### config.mk
export PLATFORM = sky130hd
export DESIGN_NAME = dpg_top
export DESIGN_NICKNAME = d
export VERILOG_FILES = /design/src/dpg_pkg.sv /design/src/dpg_top.sv
export SDC_FILE = /design/constraint.sdc
export NUM_CORES = 2
export LEC_CHECK = 0
export ABC_AREA = 1
export BUFFER_PORTS_ARGS = -buffer_cell sky130_fd_sc_hd__buf_2
export CAP_MARGIN = 20
export CORE_ASPECT_RATIO = 0.7
export CORE_UTILIZATION = 55
export DETAILED_ROUTE_END_ITERATION = 16
export PLACE_DENSITY_LB_ADDON = 0.05
export SKIP_CTS_REPAIR_TIMING = 1
export SYNTH_ARGS = -nofsm -noshare
export SYNTH_HDL_FRONTEND = slang
export SYNTH_SLANG_ARGS = --single-unit
### constraint.sdc
create_clock -name hclk -period 3.79 [get_ports hclk]
set_input_delay 0.379 -clock hclk [delete_from_list [all_inputs] [get_ports hclk]]
set_output_delay 0.379 -clock hclk [all_outputs]
set_load 0.02 [all_outputs]
### src/dpg_pkg.sv
package dpg_pkg;
    // ==========================================================
    // Register map (byte addresses; no offsets printed, chosen here).
    // ==========================================================
    localparam logic [7:0] DPG_CHAN1_DUTY_LEGACY_OFS = 8'h00;
    localparam logic [7:0] DPG_CHAN2_DUTY_LEGACY_OFS = 8'h04;
    localparam logic [7:0] DPG_SHARED_PRESCALE_LEGACY_OFS = 8'h08;
    localparam logic [7:0] DPG_SHARED_PERIOD_LEGACY_OFS = 8'h0c;
    localparam logic [7:0] DPG_CHAN1_DUTY_OFS = 8'h10;
    localparam logic [7:0] DPG_RESERVED_A_OFS = 8'h14;
    localparam logic [7:0] DPG_CHAN2_DUTY_OFS = 8'h18;
    localparam logic [7:0] DPG_RESERVED_B_OFS = 8'h1c;
    localparam logic [7:0] DPG_CHAN1_PRESCALE_OFS = 8'h20;
    localparam logic [7:0] DPG_CHAN2_PRESCALE_OFS = 8'h24;
    localparam logic [7:0] DPG_CHAN1_PERIOD_OFS = 8'h28;
    localparam logic [7:0] DPG_CHAN2_PERIOD_OFS = 8'h2c;
    localparam logic [7:0] DPG_CONTROL_OFS = 8'h30;
    localparam logic [7:0] DPG_STOP_PRESCALE_OFS = 8'h34;
    localparam logic [7:0] DPG_STOP_PERIOD_OFS = 8'h38;
    localparam logic [7:0] DPG_STOP_DUTY1_OFS = 8'h3c;
    localparam logic [7:0] DPG_STOP_DUTY2_OFS = 8'h40;
    localparam logic [7:0] DPG_STATUS_OFS = 8'h44;

    // ==========================================================
    // Control register fields.
    // ==========================================================
    localparam int DPG_CTL_MODE1_LSB = 0;
    localparam int DPG_CTL_MODE2_LSB = 2;
    localparam int DPG_CTL_OUT1_BIT = 4;
    localparam int DPG_CTL_OUT2_BIT = 5;
    localparam int DPG_CTL_NEWREV_BIT = 6;
    localparam int DPG_CTL_STOP_BIT = 7;
    localparam int DPG_CTL_STOPSUB_BIT = 8;
    localparam int DPG_CTL_EXT1_BIT = 9;
    localparam int DPG_CTL_EXT2_BIT = 10;
    localparam logic [31:0] DPG_CONTROL_RESET = 32'h0000_0000;

    // ==========================================================
    // Source clocks as fractions of the 40 MHz bus clock.
    // ==========================================================
    localparam int DPG_HCLK_HZ = 40_000_000;
    localparam int DPG_SRC_LEGACY_HZ = 16_000_000;
    localparam int DPG_SRC_NEW_HZ = 32_000_000;
    localparam logic [31:0] DPG_ACC_FULL = 32'h0000_0028;
    localparam logic [31:0] DPG_ACC_LEGACY = 32'(DPG_SRC_LEGACY_HZ / 1_000_000);
    localparam logic [31:0] DPG_ACC_NEW = 32'(DPG_SRC_NEW_HZ / 1_000_000);

    typedef enum logic [1:0] {
        DPG_MODE_PLAIN,
        DPG_MODE_PWM,
        DPG_MODE_COMPARE,
        DPG_MODE_STEPPER
    } dpg_mode_t;
endpackage : dpg_pkg

### src/dpg_top.sv
// Added by the designer: the AHB-Lite interface to the registers and the placing of the registers.
`timescale 1ns/1ps
module dpg_top (
    input wire logic hclk,
    input wire logic hresetn,
    input wire logic hsel,
    input wire logic [31:0] haddr,
    input wire logic [1:0] htrans,
    input wire logic hwrite,
    input wire logic [2:0] hsize,
    input wire logic [31:0] hwdata,
    input wire logic hready,
    input wire logic compare_in1,
    input wire logic compare_in2,
    input wire logic stepper_in1,
    output logic [31:0] hrdata,
    output logic hreadyout,
    output logic hresp,
    output logic first_dedicated_output,
    output logic second_dedicated_output
);
    import dpg_pkg::*;

    // ==========================================================
    // Bus slave. Zero wait states; unmapped reads return zero.
    // ==========================================================
    logic wr_pend;
    logic [7:0] wr_addr;
    logic [31:0] duty_leg [2];
    logic [31:0] presc_leg;
    logic [31:0] period_leg;
    logic [15:0] duty_new [2];
    logic [15:0] presc_new [2];
    logic [15:0] period_new [2];
    logic [31:0] control;
    logic [31:0] stop_presc;
    logic [31:0] stop_period;
    logic [31:0] stop_duty [2];
    logic [31:0] tick_cnt [2];
    logic [31:0] pwm_cnt [2];
    logic [1:0] pwm_out;
    logic [1:0] armed;
    logic [2:0] cmp_sync [2];
    logic [1:0] cmp_q;
    logic [2:0] stp_sync;
    logic stp_q;
    logic [31:0] next_rdata;

    wire logic addr_ok = hsel && hready && htrans[1];

    always_ff @(posedge hclk or negedge hresetn) begin
        if (!hresetn) begin
            wr_pend <= 1'b0;
            wr_addr <= 8'h00;
        end else begin
            wr_pend <= addr_ok && hwrite;
            if (addr_ok) begin
                wr_addr <= haddr[7:0];
            end
        end
    end

    // Parameter registers are written at any time; the counters pick them up live.
    always_ff @(posedge hclk or negedge hresetn) begin
        if (!hresetn) begin
            duty_leg <= '{32'h0, 32'h0};
            presc_leg <= 32'h0;
            period_leg <= 32'h0;
            duty_new <= '{16'h0, 16'h0};
            presc_new <= '{16'h0, 16'h0};
            period_new <= '{16'h0, 16'h0};
            control <= DPG_CONTROL_RESET;
            stop_presc <= 32'h0;
            stop_period <= 32'h0;
            stop_duty <= '{32'h0, 32'h0};
        end else if (wr_pend) begin
            case (wr_addr)
                DPG_CHAN1_DUTY_LEGACY_OFS: duty_leg[0] <= hwdata;
                DPG_CHAN2_DUTY_LEGACY_OFS: duty_leg[1] <= hwdata;
                DPG_SHARED_PRESCALE_LEGACY_OFS: presc_leg <= hwdata;
                DPG_SHARED_PERIOD_LEGACY_OFS: period_leg <= hwdata;
                DPG_CHAN1_DUTY_OFS: duty_new[0] <= hwdata[15:0];
                DPG_CHAN2_DUTY_OFS: duty_new[1] <= hwdata[15:0];
                DPG_CHAN1_PRESCALE_OFS: presc_new[0] <= hwdata[15:0];
                DPG_CHAN2_PRESCALE_OFS: presc_new[1] <= hwdata[15:0];
                DPG_CHAN1_PERIOD_OFS: period_new[0] <= hwdata[15:0];
                DPG_CHAN2_PERIOD_OFS: period_new[1] <= hwdata[15:0];
                DPG_CONTROL_OFS: control <= {21'h0, hwdata[10:0]};
                DPG_STOP_PRESCALE_OFS: stop_presc <= hwdata;
                DPG_STOP_PERIOD_OFS: stop_period <= hwdata;
                DPG_STOP_DUTY1_OFS: stop_duty[0] <= hwdata;
                DPG_STOP_DUTY2_OFS: stop_duty[1] <= hwdata;
                default: begin
                end
            endcase
        end
    end

    // Reserved words read zero and ignore writes.
    always_comb begin
        next_rdata = 32'h0;
        case (haddr[7:0])
            DPG_CHAN1_DUTY_LEGACY_OFS: next_rdata = duty_leg[0];
            DPG_CHAN2_DUTY_LEGACY_OFS: next_rdata = duty_leg[1];
            DPG_SHARED_PRESCALE_LEGACY_OFS: next_rdata = presc_leg;
            DPG_SHARED_PERIOD_LEGACY_OFS: next_rdata = period_leg;
            DPG_CHAN1_DUTY_OFS: next_rdata = {16'h0, duty_new[0]};
            DPG_CHAN2_DUTY_OFS: next_rdata = {16'h0, duty_new[1]};
            DPG_CHAN1_PRESCALE_OFS: next_rdata = {16'h0, presc_new[0]};
            DPG_CHAN2_PRESCALE_OFS: next_rdata = {16'h0, presc_new[1]};
            DPG_CHAN1_PERIOD_OFS: next_rdata = {16'h0, period_new[0]};
            DPG_CHAN2_PERIOD_OFS: next_rdata = {16'h0, period_new[1]};
            DPG_CONTROL_OFS: next_rdata = control;
            DPG_STOP_PRESCALE_OFS: next_rdata = stop_presc;
            DPG_STOP_PERIOD_OFS: next_rdata = stop_period;
            DPG_STOP_DUTY1_OFS: next_rdata = stop_duty[0];
            DPG_STOP_DUTY2_OFS: next_rdata = stop_duty[1];
            DPG_STATUS_OFS: next_rdata = {26'h0, armed, pwm_out, second_dedicated_output, first_dedicated_output};
            default: next_rdata = 32'h0;
        endcase
    end

    always_ff @(posedge hclk or negedge hresetn) begin
        if (!hresetn) begin
            hrdata <= 32'h0;
            hreadyout <= 1'b1;
            hresp <= 1'b0;
        end else begin
            hreadyout <= 1'b1;
            hresp <= 1'b0;
            if (addr_ok && !hwrite) begin
                hrdata <= next_rdata;
            end
        end
    end

    // ==========================================================
    // Modulation engine.
    // ==========================================================
    wire logic new_rev = control[DPG_CTL_NEWREV_BIT];
    wire logic stopped = control[DPG_CTL_STOP_BIT];
    wire logic stop_sub = control[DPG_CTL_STOPSUB_BIT];
    wire logic [1:0] chan_en = {control[DPG_CTL_MODE2_LSB +: 2] == DPG_MODE_PWM,
                                control[DPG_CTL_MODE1_LSB +: 2] == DPG_MODE_PWM};
    // Early revision, whichever channels are enabled: channel 2 reuses channel 1's counter.
    wire logic shared_cnt = !new_rev || (stopped && stop_sub);

    // Selects the counts that govern one channel right now.
    function automatic logic [95:0] chan_params(input int ch);
        logic [31:0] p;
        logic [31:0] per;
        logic [31:0] dty;
        p = new_rev ? {16'h0, presc_new[ch]} : presc_leg;
        per = new_rev ? {16'h0, period_new[ch]} : period_leg;
        dty = new_rev ? {16'h0, duty_new[ch]} : duty_leg[ch];
        if (stopped && stop_sub) begin
            p = stop_presc;
            per = stop_period;
            dty = stop_duty[ch];
        end
        return {p, per, dty};
    endfunction : chan_params

    // The source clock is made by a fractional accumulator, so ticks jitter by one hclk
    // against an exact 16 or 32 MHz grid; the mean rate is exact.
    logic [31:0] frac_acc [2];
    logic [1:0] src_tick;
    wire logic [31:0] src_step = new_rev ? DPG_ACC_NEW : DPG_ACC_LEGACY;

    always_ff @(posedge hclk or negedge hresetn) begin
        if (!hresetn) begin
            frac_acc <= '{32'h0, 32'h0};
            src_tick <= 2'b00;
        end else begin
            for (int c = 0; c < 2; c++) begin
                if (frac_acc[c] + src_step >= DPG_ACC_FULL) begin
                    frac_acc[c] <= frac_acc[c] + src_step - DPG_ACC_FULL;
                    src_tick[c] <= 1'b1;
                end else begin
                    frac_acc[c] <= frac_acc[c] + src_step;
                    src_tick[c] <= 1'b0;
                end
            end
        end
    end

    // Prescale divides the source tick, then the period counter wraps.
    always_ff @(posedge hclk or negedge hresetn) begin
        if (!hresetn) begin
            tick_cnt <= '{32'h0, 32'h0};
            pwm_cnt <= '{32'h0, 32'h0};
        end else begin
            for (int c = 0; c < 2; c++) begin
                logic [95:0] cp;
                cp = chan_params(c);
                if (src_tick[c]) begin
                    if (tick_cnt[c] >= cp[95:64]) begin
                        tick_cnt[c] <= 32'h0;
                        if (pwm_cnt[c] + 32'h1 >= cp[63:32]) begin
                            pwm_cnt[c] <= 32'h0;
                        end else begin
                            pwm_cnt[c] <= pwm_cnt[c] + 32'h1;
                        end
                    end else begin
                        tick_cnt[c] <= tick_cnt[c] + 32'h1;
                    end
                end
            end
        end
    end

    // Output stays low until period and duty are both nonzero.
    always_ff @(posedge hclk or negedge hresetn) begin
        if (!hresetn) begin
            pwm_out <= 2'b00;
            armed <= 2'b00;
        end else begin
            for (int c = 0; c < 2; c++) begin
                logic [95:0] cp;
                logic [31:0] cnt;
                cp = chan_params(c);
                cnt = (shared_cnt && !new_rev) ? pwm_cnt[0] : pwm_cnt[c];
                armed[c] <= (cp[63:32] != 32'h0) && (cp[31:0] != 32'h0);
                if (stopped && !stop_sub) begin
                    pwm_out[c] <= pwm_out[c];
                end else if (!chan_en[c] || cp[63:32] == 32'h0 || cp[31:0] == 32'h0) begin
                    pwm_out[c] <= 1'b0;
                end else begin
                    pwm_out[c] <= cnt < cp[31:0];
                end
            end
        end
    end

    // ==========================================================
    // Outside mode sources pass four flip-flops; the fourth loads only when the second and third agree.
    // ==========================================================
    always_ff @(posedge hclk or negedge hresetn) begin
        if (!hresetn) begin
            cmp_sync <= '{3'h0, 3'h0};
            cmp_q <= 2'b00;
            stp_sync <= 3'h0;
            stp_q <= 1'b0;
        end else begin
            cmp_sync[0] <= {cmp_sync[0][1:0], compare_in1};
            cmp_sync[1] <= {cmp_sync[1][1:0], compare_in2};
            stp_sync <= {stp_sync[1:0], stepper_in1};
            for (int c = 0; c < 2; c++) begin
                if (cmp_sync[c][2] == cmp_sync[c][1]) begin
                    cmp_q[c] <= cmp_sync[c][2];
                end
            end
            if (stp_sync[2] == stp_sync[1]) begin
                stp_q <= stp_sync[2];
            end
        end
    end

    // ==========================================================
    // Output mode selection.
    // ==========================================================
    function automatic logic mode_mux(input logic [1:0] m, input logic reg_bit, input logic pwm_bit,
                                      input logic cmp_bit, input logic stp_bit);
        case (dpg_mode_t'(m))
            DPG_MODE_PLAIN: return reg_bit;
            DPG_MODE_PWM: return pwm_bit;
            DPG_MODE_COMPARE: return cmp_bit;
            DPG_MODE_STEPPER: return stp_bit;
            default: return 1'b0;
        endcase
    endfunction : mode_mux

    always_ff @(posedge hclk or negedge hresetn) begin
        if (!hresetn) begin
            first_dedicated_output <= 1'b0;
            second_dedicated_output <= 1'b0;
        end else begin
            first_dedicated_output <= mode_mux(control[DPG_CTL_MODE1_LSB +: 2], control[DPG_CTL_OUT1_BIT],
                                               pwm_out[0], cmp_q[0], stp_q);
            second_dedicated_output <= mode_mux(control[DPG_CTL_MODE2_LSB +: 2], control[DPG_CTL_OUT2_BIT],
                                                pwm_out[1], cmp_q[1], 1'b0);
        end
    end

    // ==========================================================
    // Checks.
    // ==========================================================
    // Every pin is registered, so each check except stop_hold_a and ready_ok_a looks one cycle after the state that causes it.
    plain_follow_a: assert property (@(posedge hclk) disable iff (!hresetn)
        (control[1:0] == 2'b00) && $stable(control) |=> first_dedicated_output == $past(control[DPG_CTL_OUT1_BIT]))
        else $error("plain output does not follow register bit");
    zero_low_a: assert property (@(posedge hclk) disable iff (!hresetn)
        !stopped && !new_rev && period_leg == 32'h0 |=> !pwm_out[0])
        else $error("modulation high with zero period");
    stop_zero_a: assert property (@(posedge hclk) disable iff (!hresetn)
        stopped && stop_sub && stop_duty[1] == 32'h0 |=> !pwm_out[1])
        else $error("stop output high with zero duty");
    stop_hold_a: assert property (@(posedge hclk) disable iff (!hresetn)
        stopped && !stop_sub && $past(stopped && !stop_sub) |-> $stable(pwm_out))
        else $error("held stop state changed");
    wrap_count_a: assert property (@(posedge hclk) disable iff (!hresetn)
        !new_rev && !stopped && period_leg != 32'h0 && $stable(period_leg) && pwm_cnt[0] < period_leg
        |=> pwm_cnt[0] < period_leg)
        else $error("counter passed period");
    duty_high_a: assert property (@(posedge hclk) disable iff (!hresetn)
        !stopped && chan_en[0] && armed[0] && !new_rev && pwm_cnt[0] < duty_leg[0] && $stable(duty_leg[0])
        |=> pwm_out[0])
        else $error("output low below duty");
    shared_edge_a: assert property (@(posedge hclk) disable iff (!hresetn)
        !new_rev && !stopped && chan_en == 2'b11 && period_leg != 32'h0 && duty_leg[0] != 32'h0
        && duty_leg[1] != 32'h0 && pwm_cnt[0] == 32'h0
        |=> pwm_out == 2'b11)
        else $error("channels misaligned");
    plain_second_a: assert property (@(posedge hclk) disable iff (!hresetn)
        control[DPG_CTL_MODE2_LSB +: 2] == 2'b00 |=> second_dedicated_output == $past(control[DPG_CTL_OUT2_BIT]))
        else $error("second plain output does not follow register bit");
    stop_period_a: assert property (@(posedge hclk) disable iff (!hresetn)
        stopped && stop_sub && stop_period == 32'h0 |=> pwm_out == 2'b00)
        else $error("stop output high with zero period");
    ready_ok_a: assert property (@(posedge hclk) disable iff (!hresetn)
        hreadyout && !hresp)
        else $error("bus not ready");
    pwm_run_c: cover property (@(posedge hclk) disable iff (!hresetn) $rose(first_dedicated_output));
    stop_sub_c: cover property (@(posedge hclk) disable iff (!hresetn) stopped && stop_sub && pwm_out[1]);
    new_rev_c: cover property (@(posedge hclk) disable iff (!hresetn) new_rev && pwm_out == 2'b11);
    hold_c: cover property (@(posedge hclk) disable iff (!hresetn) stopped && !stop_sub);
    compare_c: cover property (@(posedge hclk) disable iff (!hresetn)
        control[1:0] == 2'b10 && first_dedicated_output);
endmodule : dpg_top

==> flow_summary.ini <==
[outcome]
status = complete, no violations

[power]
clkPwrFrac = 0.320
comb_power_share = 0.290
power.share.switching = 0.378
switching_power_mw = 8.00
power.sequential.fraction = 0.390
internal_power_mw = 13.2
largest_vdd_supply_drop_v = 0.000440
power_density_nw_per_um2 = 486
p_leak_nw = 23.3

[routing]
first_iter_violations = 5424
final_antenna_net_count = 0
vias_per_cell = 5.83
detailedRoute.firstPassIterationCount = 6
postRouteWirelength_um = 142000
avgRoutedWirePerCell_um = 21.5
num_vias = 38537
residual_drc = 0

[clock_network]
clock_sink_count = 610
clockBufferDepth = 3
clk_root_buffer_cell = clkbuf_16
tritoncts.num_buffers = 66
clk_transition_reported_paths_ps = 70
clock_latency_ps = 640
clock_tree.htree_level_count = 3
tritoncts_clock_tree = done

[logic_synthesis]
yosys_most_used_dff = dfrtp_1
synthDominantAreaCellType = dfrtp_1
synth_area_sq_um = 39200
post-synth-top-area-fraction = 0.390
synth.yosys.seq_area_share = 0.390
synthCells = 5528
ys_warn_count = 0
asyncSetResetFlopFracSynth = 1.00
synth_top_cells_by_area = dfrtp_1 (39%), nand2_1 (16%), o21ai_0 (8.3%)
synthesis.nets = 5809
ys_types = 60
synth_edf_count = 0
post_synth.cell_area_avg_sq_um = 7.09
postSynthRegisterBits = 610

[floorplanning]
initial_utilization = 0.558
die_width_um = 321
placement_rows = 81
die_area_sq_um = 72300
die-height_um = 225
core_sq_um = 70100
num_io_pins = 113

[critical_path]
crit_type = flip-flop to flip-flop
worst-r2r-setup-slack_ps = 140
cp-start-kind = flip-flop
critPathMaxStageDelay_ps = 590
cp_slowest_cell = dfrtp_4
worst_setup_path_end_kind = flip-flop
timing.critical_path.max_delay_family = simple AND/OR/NAND/NOR gates
timing.critical_path.cells = inv_4 -> buf_4 -> fa_1 -> inv_1 -> nand2_1 -> nor2_4 -> nand2_1 -> nand2_1 -> nand3_1 -> nor2_1 -> nand2_1 -> buf_4 -> xor2_1 -> inv_1 -> nor2_2
worst-endpoint-required_ps = 4350
crit_path_buffers_inverters = 5
critPathMostFrequentCell = nand2_1
arrival_time_of_data_at_the_critical_path_endpoint_ps = 4200
critPathMaxFanout = 31

[timing]
timing.setup.tns_ps = 0
transition_time_at_the_pin_with_the_least_slew_margin_ps = 1130
hold_violations = 0
slew_headroom = 0.245
timing.final.max_slew_violations = 0
min_period_ps = 3650
worst_slack_ps = 145
hold_ws_ps = 26.9
clock_skew_ps = 29.2
grt_setup_unrepaired = no
final_min_period_over_clock_period = 0.962
fmax_ghz = 0.274
finalSetupViolCount = 0

[worst_hold_path]
worst_hold_path_type = input pin to flip-flop

[cells_and_area]
synthToLayoutAreaGrowth_pct = 11.1
final_layout_size_suffix_gt1_frac = 0.0796
final_common_cell = nand2_1
final_area_sq_um = 43500
n_fill_cell = 6576
final_core_util = 0.620
num-nets-final = 5886
mostFrequentLayoutCells = nand2_1 (1631), o21ai_0 (648), inv_1 (610)

[global_routing]
via_count_of_the_first_global_routing_pass = 34217
grt_ovf = 0
largest_net_degree_at_the_start_of_global_routing = 91
grtUsageTotal = 0.392
grt_pass1_wl_um = 213000
grt_antenna_before_repair = 2

[placed_design]
dpl.hpwl_um = 107000
detailedPlace.worstSlack_ps = 203
post_dp_cell_area_sq_um = 41200
io_buffer_count = 82
gpl.final_weighted_congestion = 1.00

[job]
cap_violations = 0
==> worst paths after layout <==
kind	to	from	depth (start not counted)
min	wr_addr[1]$_DFFE_PN0P_	haddr[1]	3
max	frac_acc[13]$_DFF_PN0_	control[6]$_DFFE_PN0P_	15
max in group asynchronous	tick_cnt[25]$_DFFE_PN0P_	hresetn	4
min in group asynchronous	frac_acc[27]$_DFF_PN0_	hresetn	2
max reg2reg	frac_acc[13]$_DFF_PN0_	control[6]$_DFFE_PN0P_	15
min reg2reg	cmp_sync[1]$_DFF_PN0_	cmp_sync[0]$_DFF_PN0_	0
==> cell type report <==
cell class              instances  area, sq um  share of cell area
diodes                          2         5.00            0.000115
repair buffers                231         1790              0.0412
clock inverters                25          273             0.00627
flip-flops and latches        610        15300               0.351
multi-input cells            4067        20700               0.475
inverters                     629         2370              0.0545
clock buffers                  94         1940              0.0446
well taps                     954         1190              0.0274
==> worst register-to-register path: cells and delay by family (launching register included) <==
family / cells / cell delay [ps]
AND/OR/NAND/NOR: 8 / 1520
XOR/XNOR: 1 / 160
flip-flops: 1 / 590
buffers and inverters: 5 / 800
adder cells (fa/ha/maj): 1 / 500
==> Yosys cell counts (6+ instances only) <==
library cell     n
dfrtp_1        610
nor2_4          11
inv_1          610
nor3b_1          6
nand3_1        234
xnor2_1         26
buf_2           17
o211ai_1        35
o21ai_0        648
xor2_1         102
nand2_1       1639
o22ai_1         39
clkbuf_1       184
clkinv_1         7
inv_2           10
nand3b_1        16
o2111ai_1        6
a21oi_1        200
a31oi_1          6
a221oi_1        33
buf_1           14
nor4_1          18
nand4_1        118
nor2_1         461
nor3_1         126
ha_1           202
a211oi_1        14
nand2_2         15
o31ai_1          7
nor2_2          48
==> logic make-up after synthesis <==
group           share of synthesized area
xor+xnor                           0.0286
simple gates                        0.291
other cells                      0.000192
fa+ha+maj                          0.0663
flops                               0.390
compound gates                      0.141
buf+inv                            0.0837
==> per-layer routing <==
layer,routed length [um],global-route usage,share of wire,vias up
met5,52,0.00539,0.00037,-
met4,3200,0.0862,0.022,2
met3,19400,0.139,0.14,184
met2,54900,0.520,0.39,2060
met1,64500,0.600,0.45,18100
li1,-,-,-,18191
==> power groups by stage <==
| stage | combinational (mW) | sequential, mW | clock, mW |
|---|---|---|---|
| 4_1_cts | 5.97 | 8.21 | 6.80 |
| 3_5_place_dp | 5.93 | 8.32 | 0 |
| 5_1_grt | 6.86 | 8.35 | 7.04 |
| 2_1_floorplan | 4.04 | 8.04 | 0 |
| 6_report | 6.12 | 8.26 | 6.77 |
| 3_3_place_gp | 5.83 | 8.31 | 0 |
==> through the flow <==
stage          total power [mW]  cells
3_3_place_gp               14.1   6483
5_1_grt                    22.3   6611
3_5_place_dp               14.3   6484
2_1_floorplan              12.1   5528
4_1_cts                    21.0   6603
6_report                   21.1   6612
==> registers in the layout, indices dropped and copies added, names as in the netlist, 58 cells and up <==
register	flops
duty_leg	64
pwm_cnt	64
stop_duty	64
tick_cnt	64
frac_acc	58
Power figures use the tool's default switching activity.
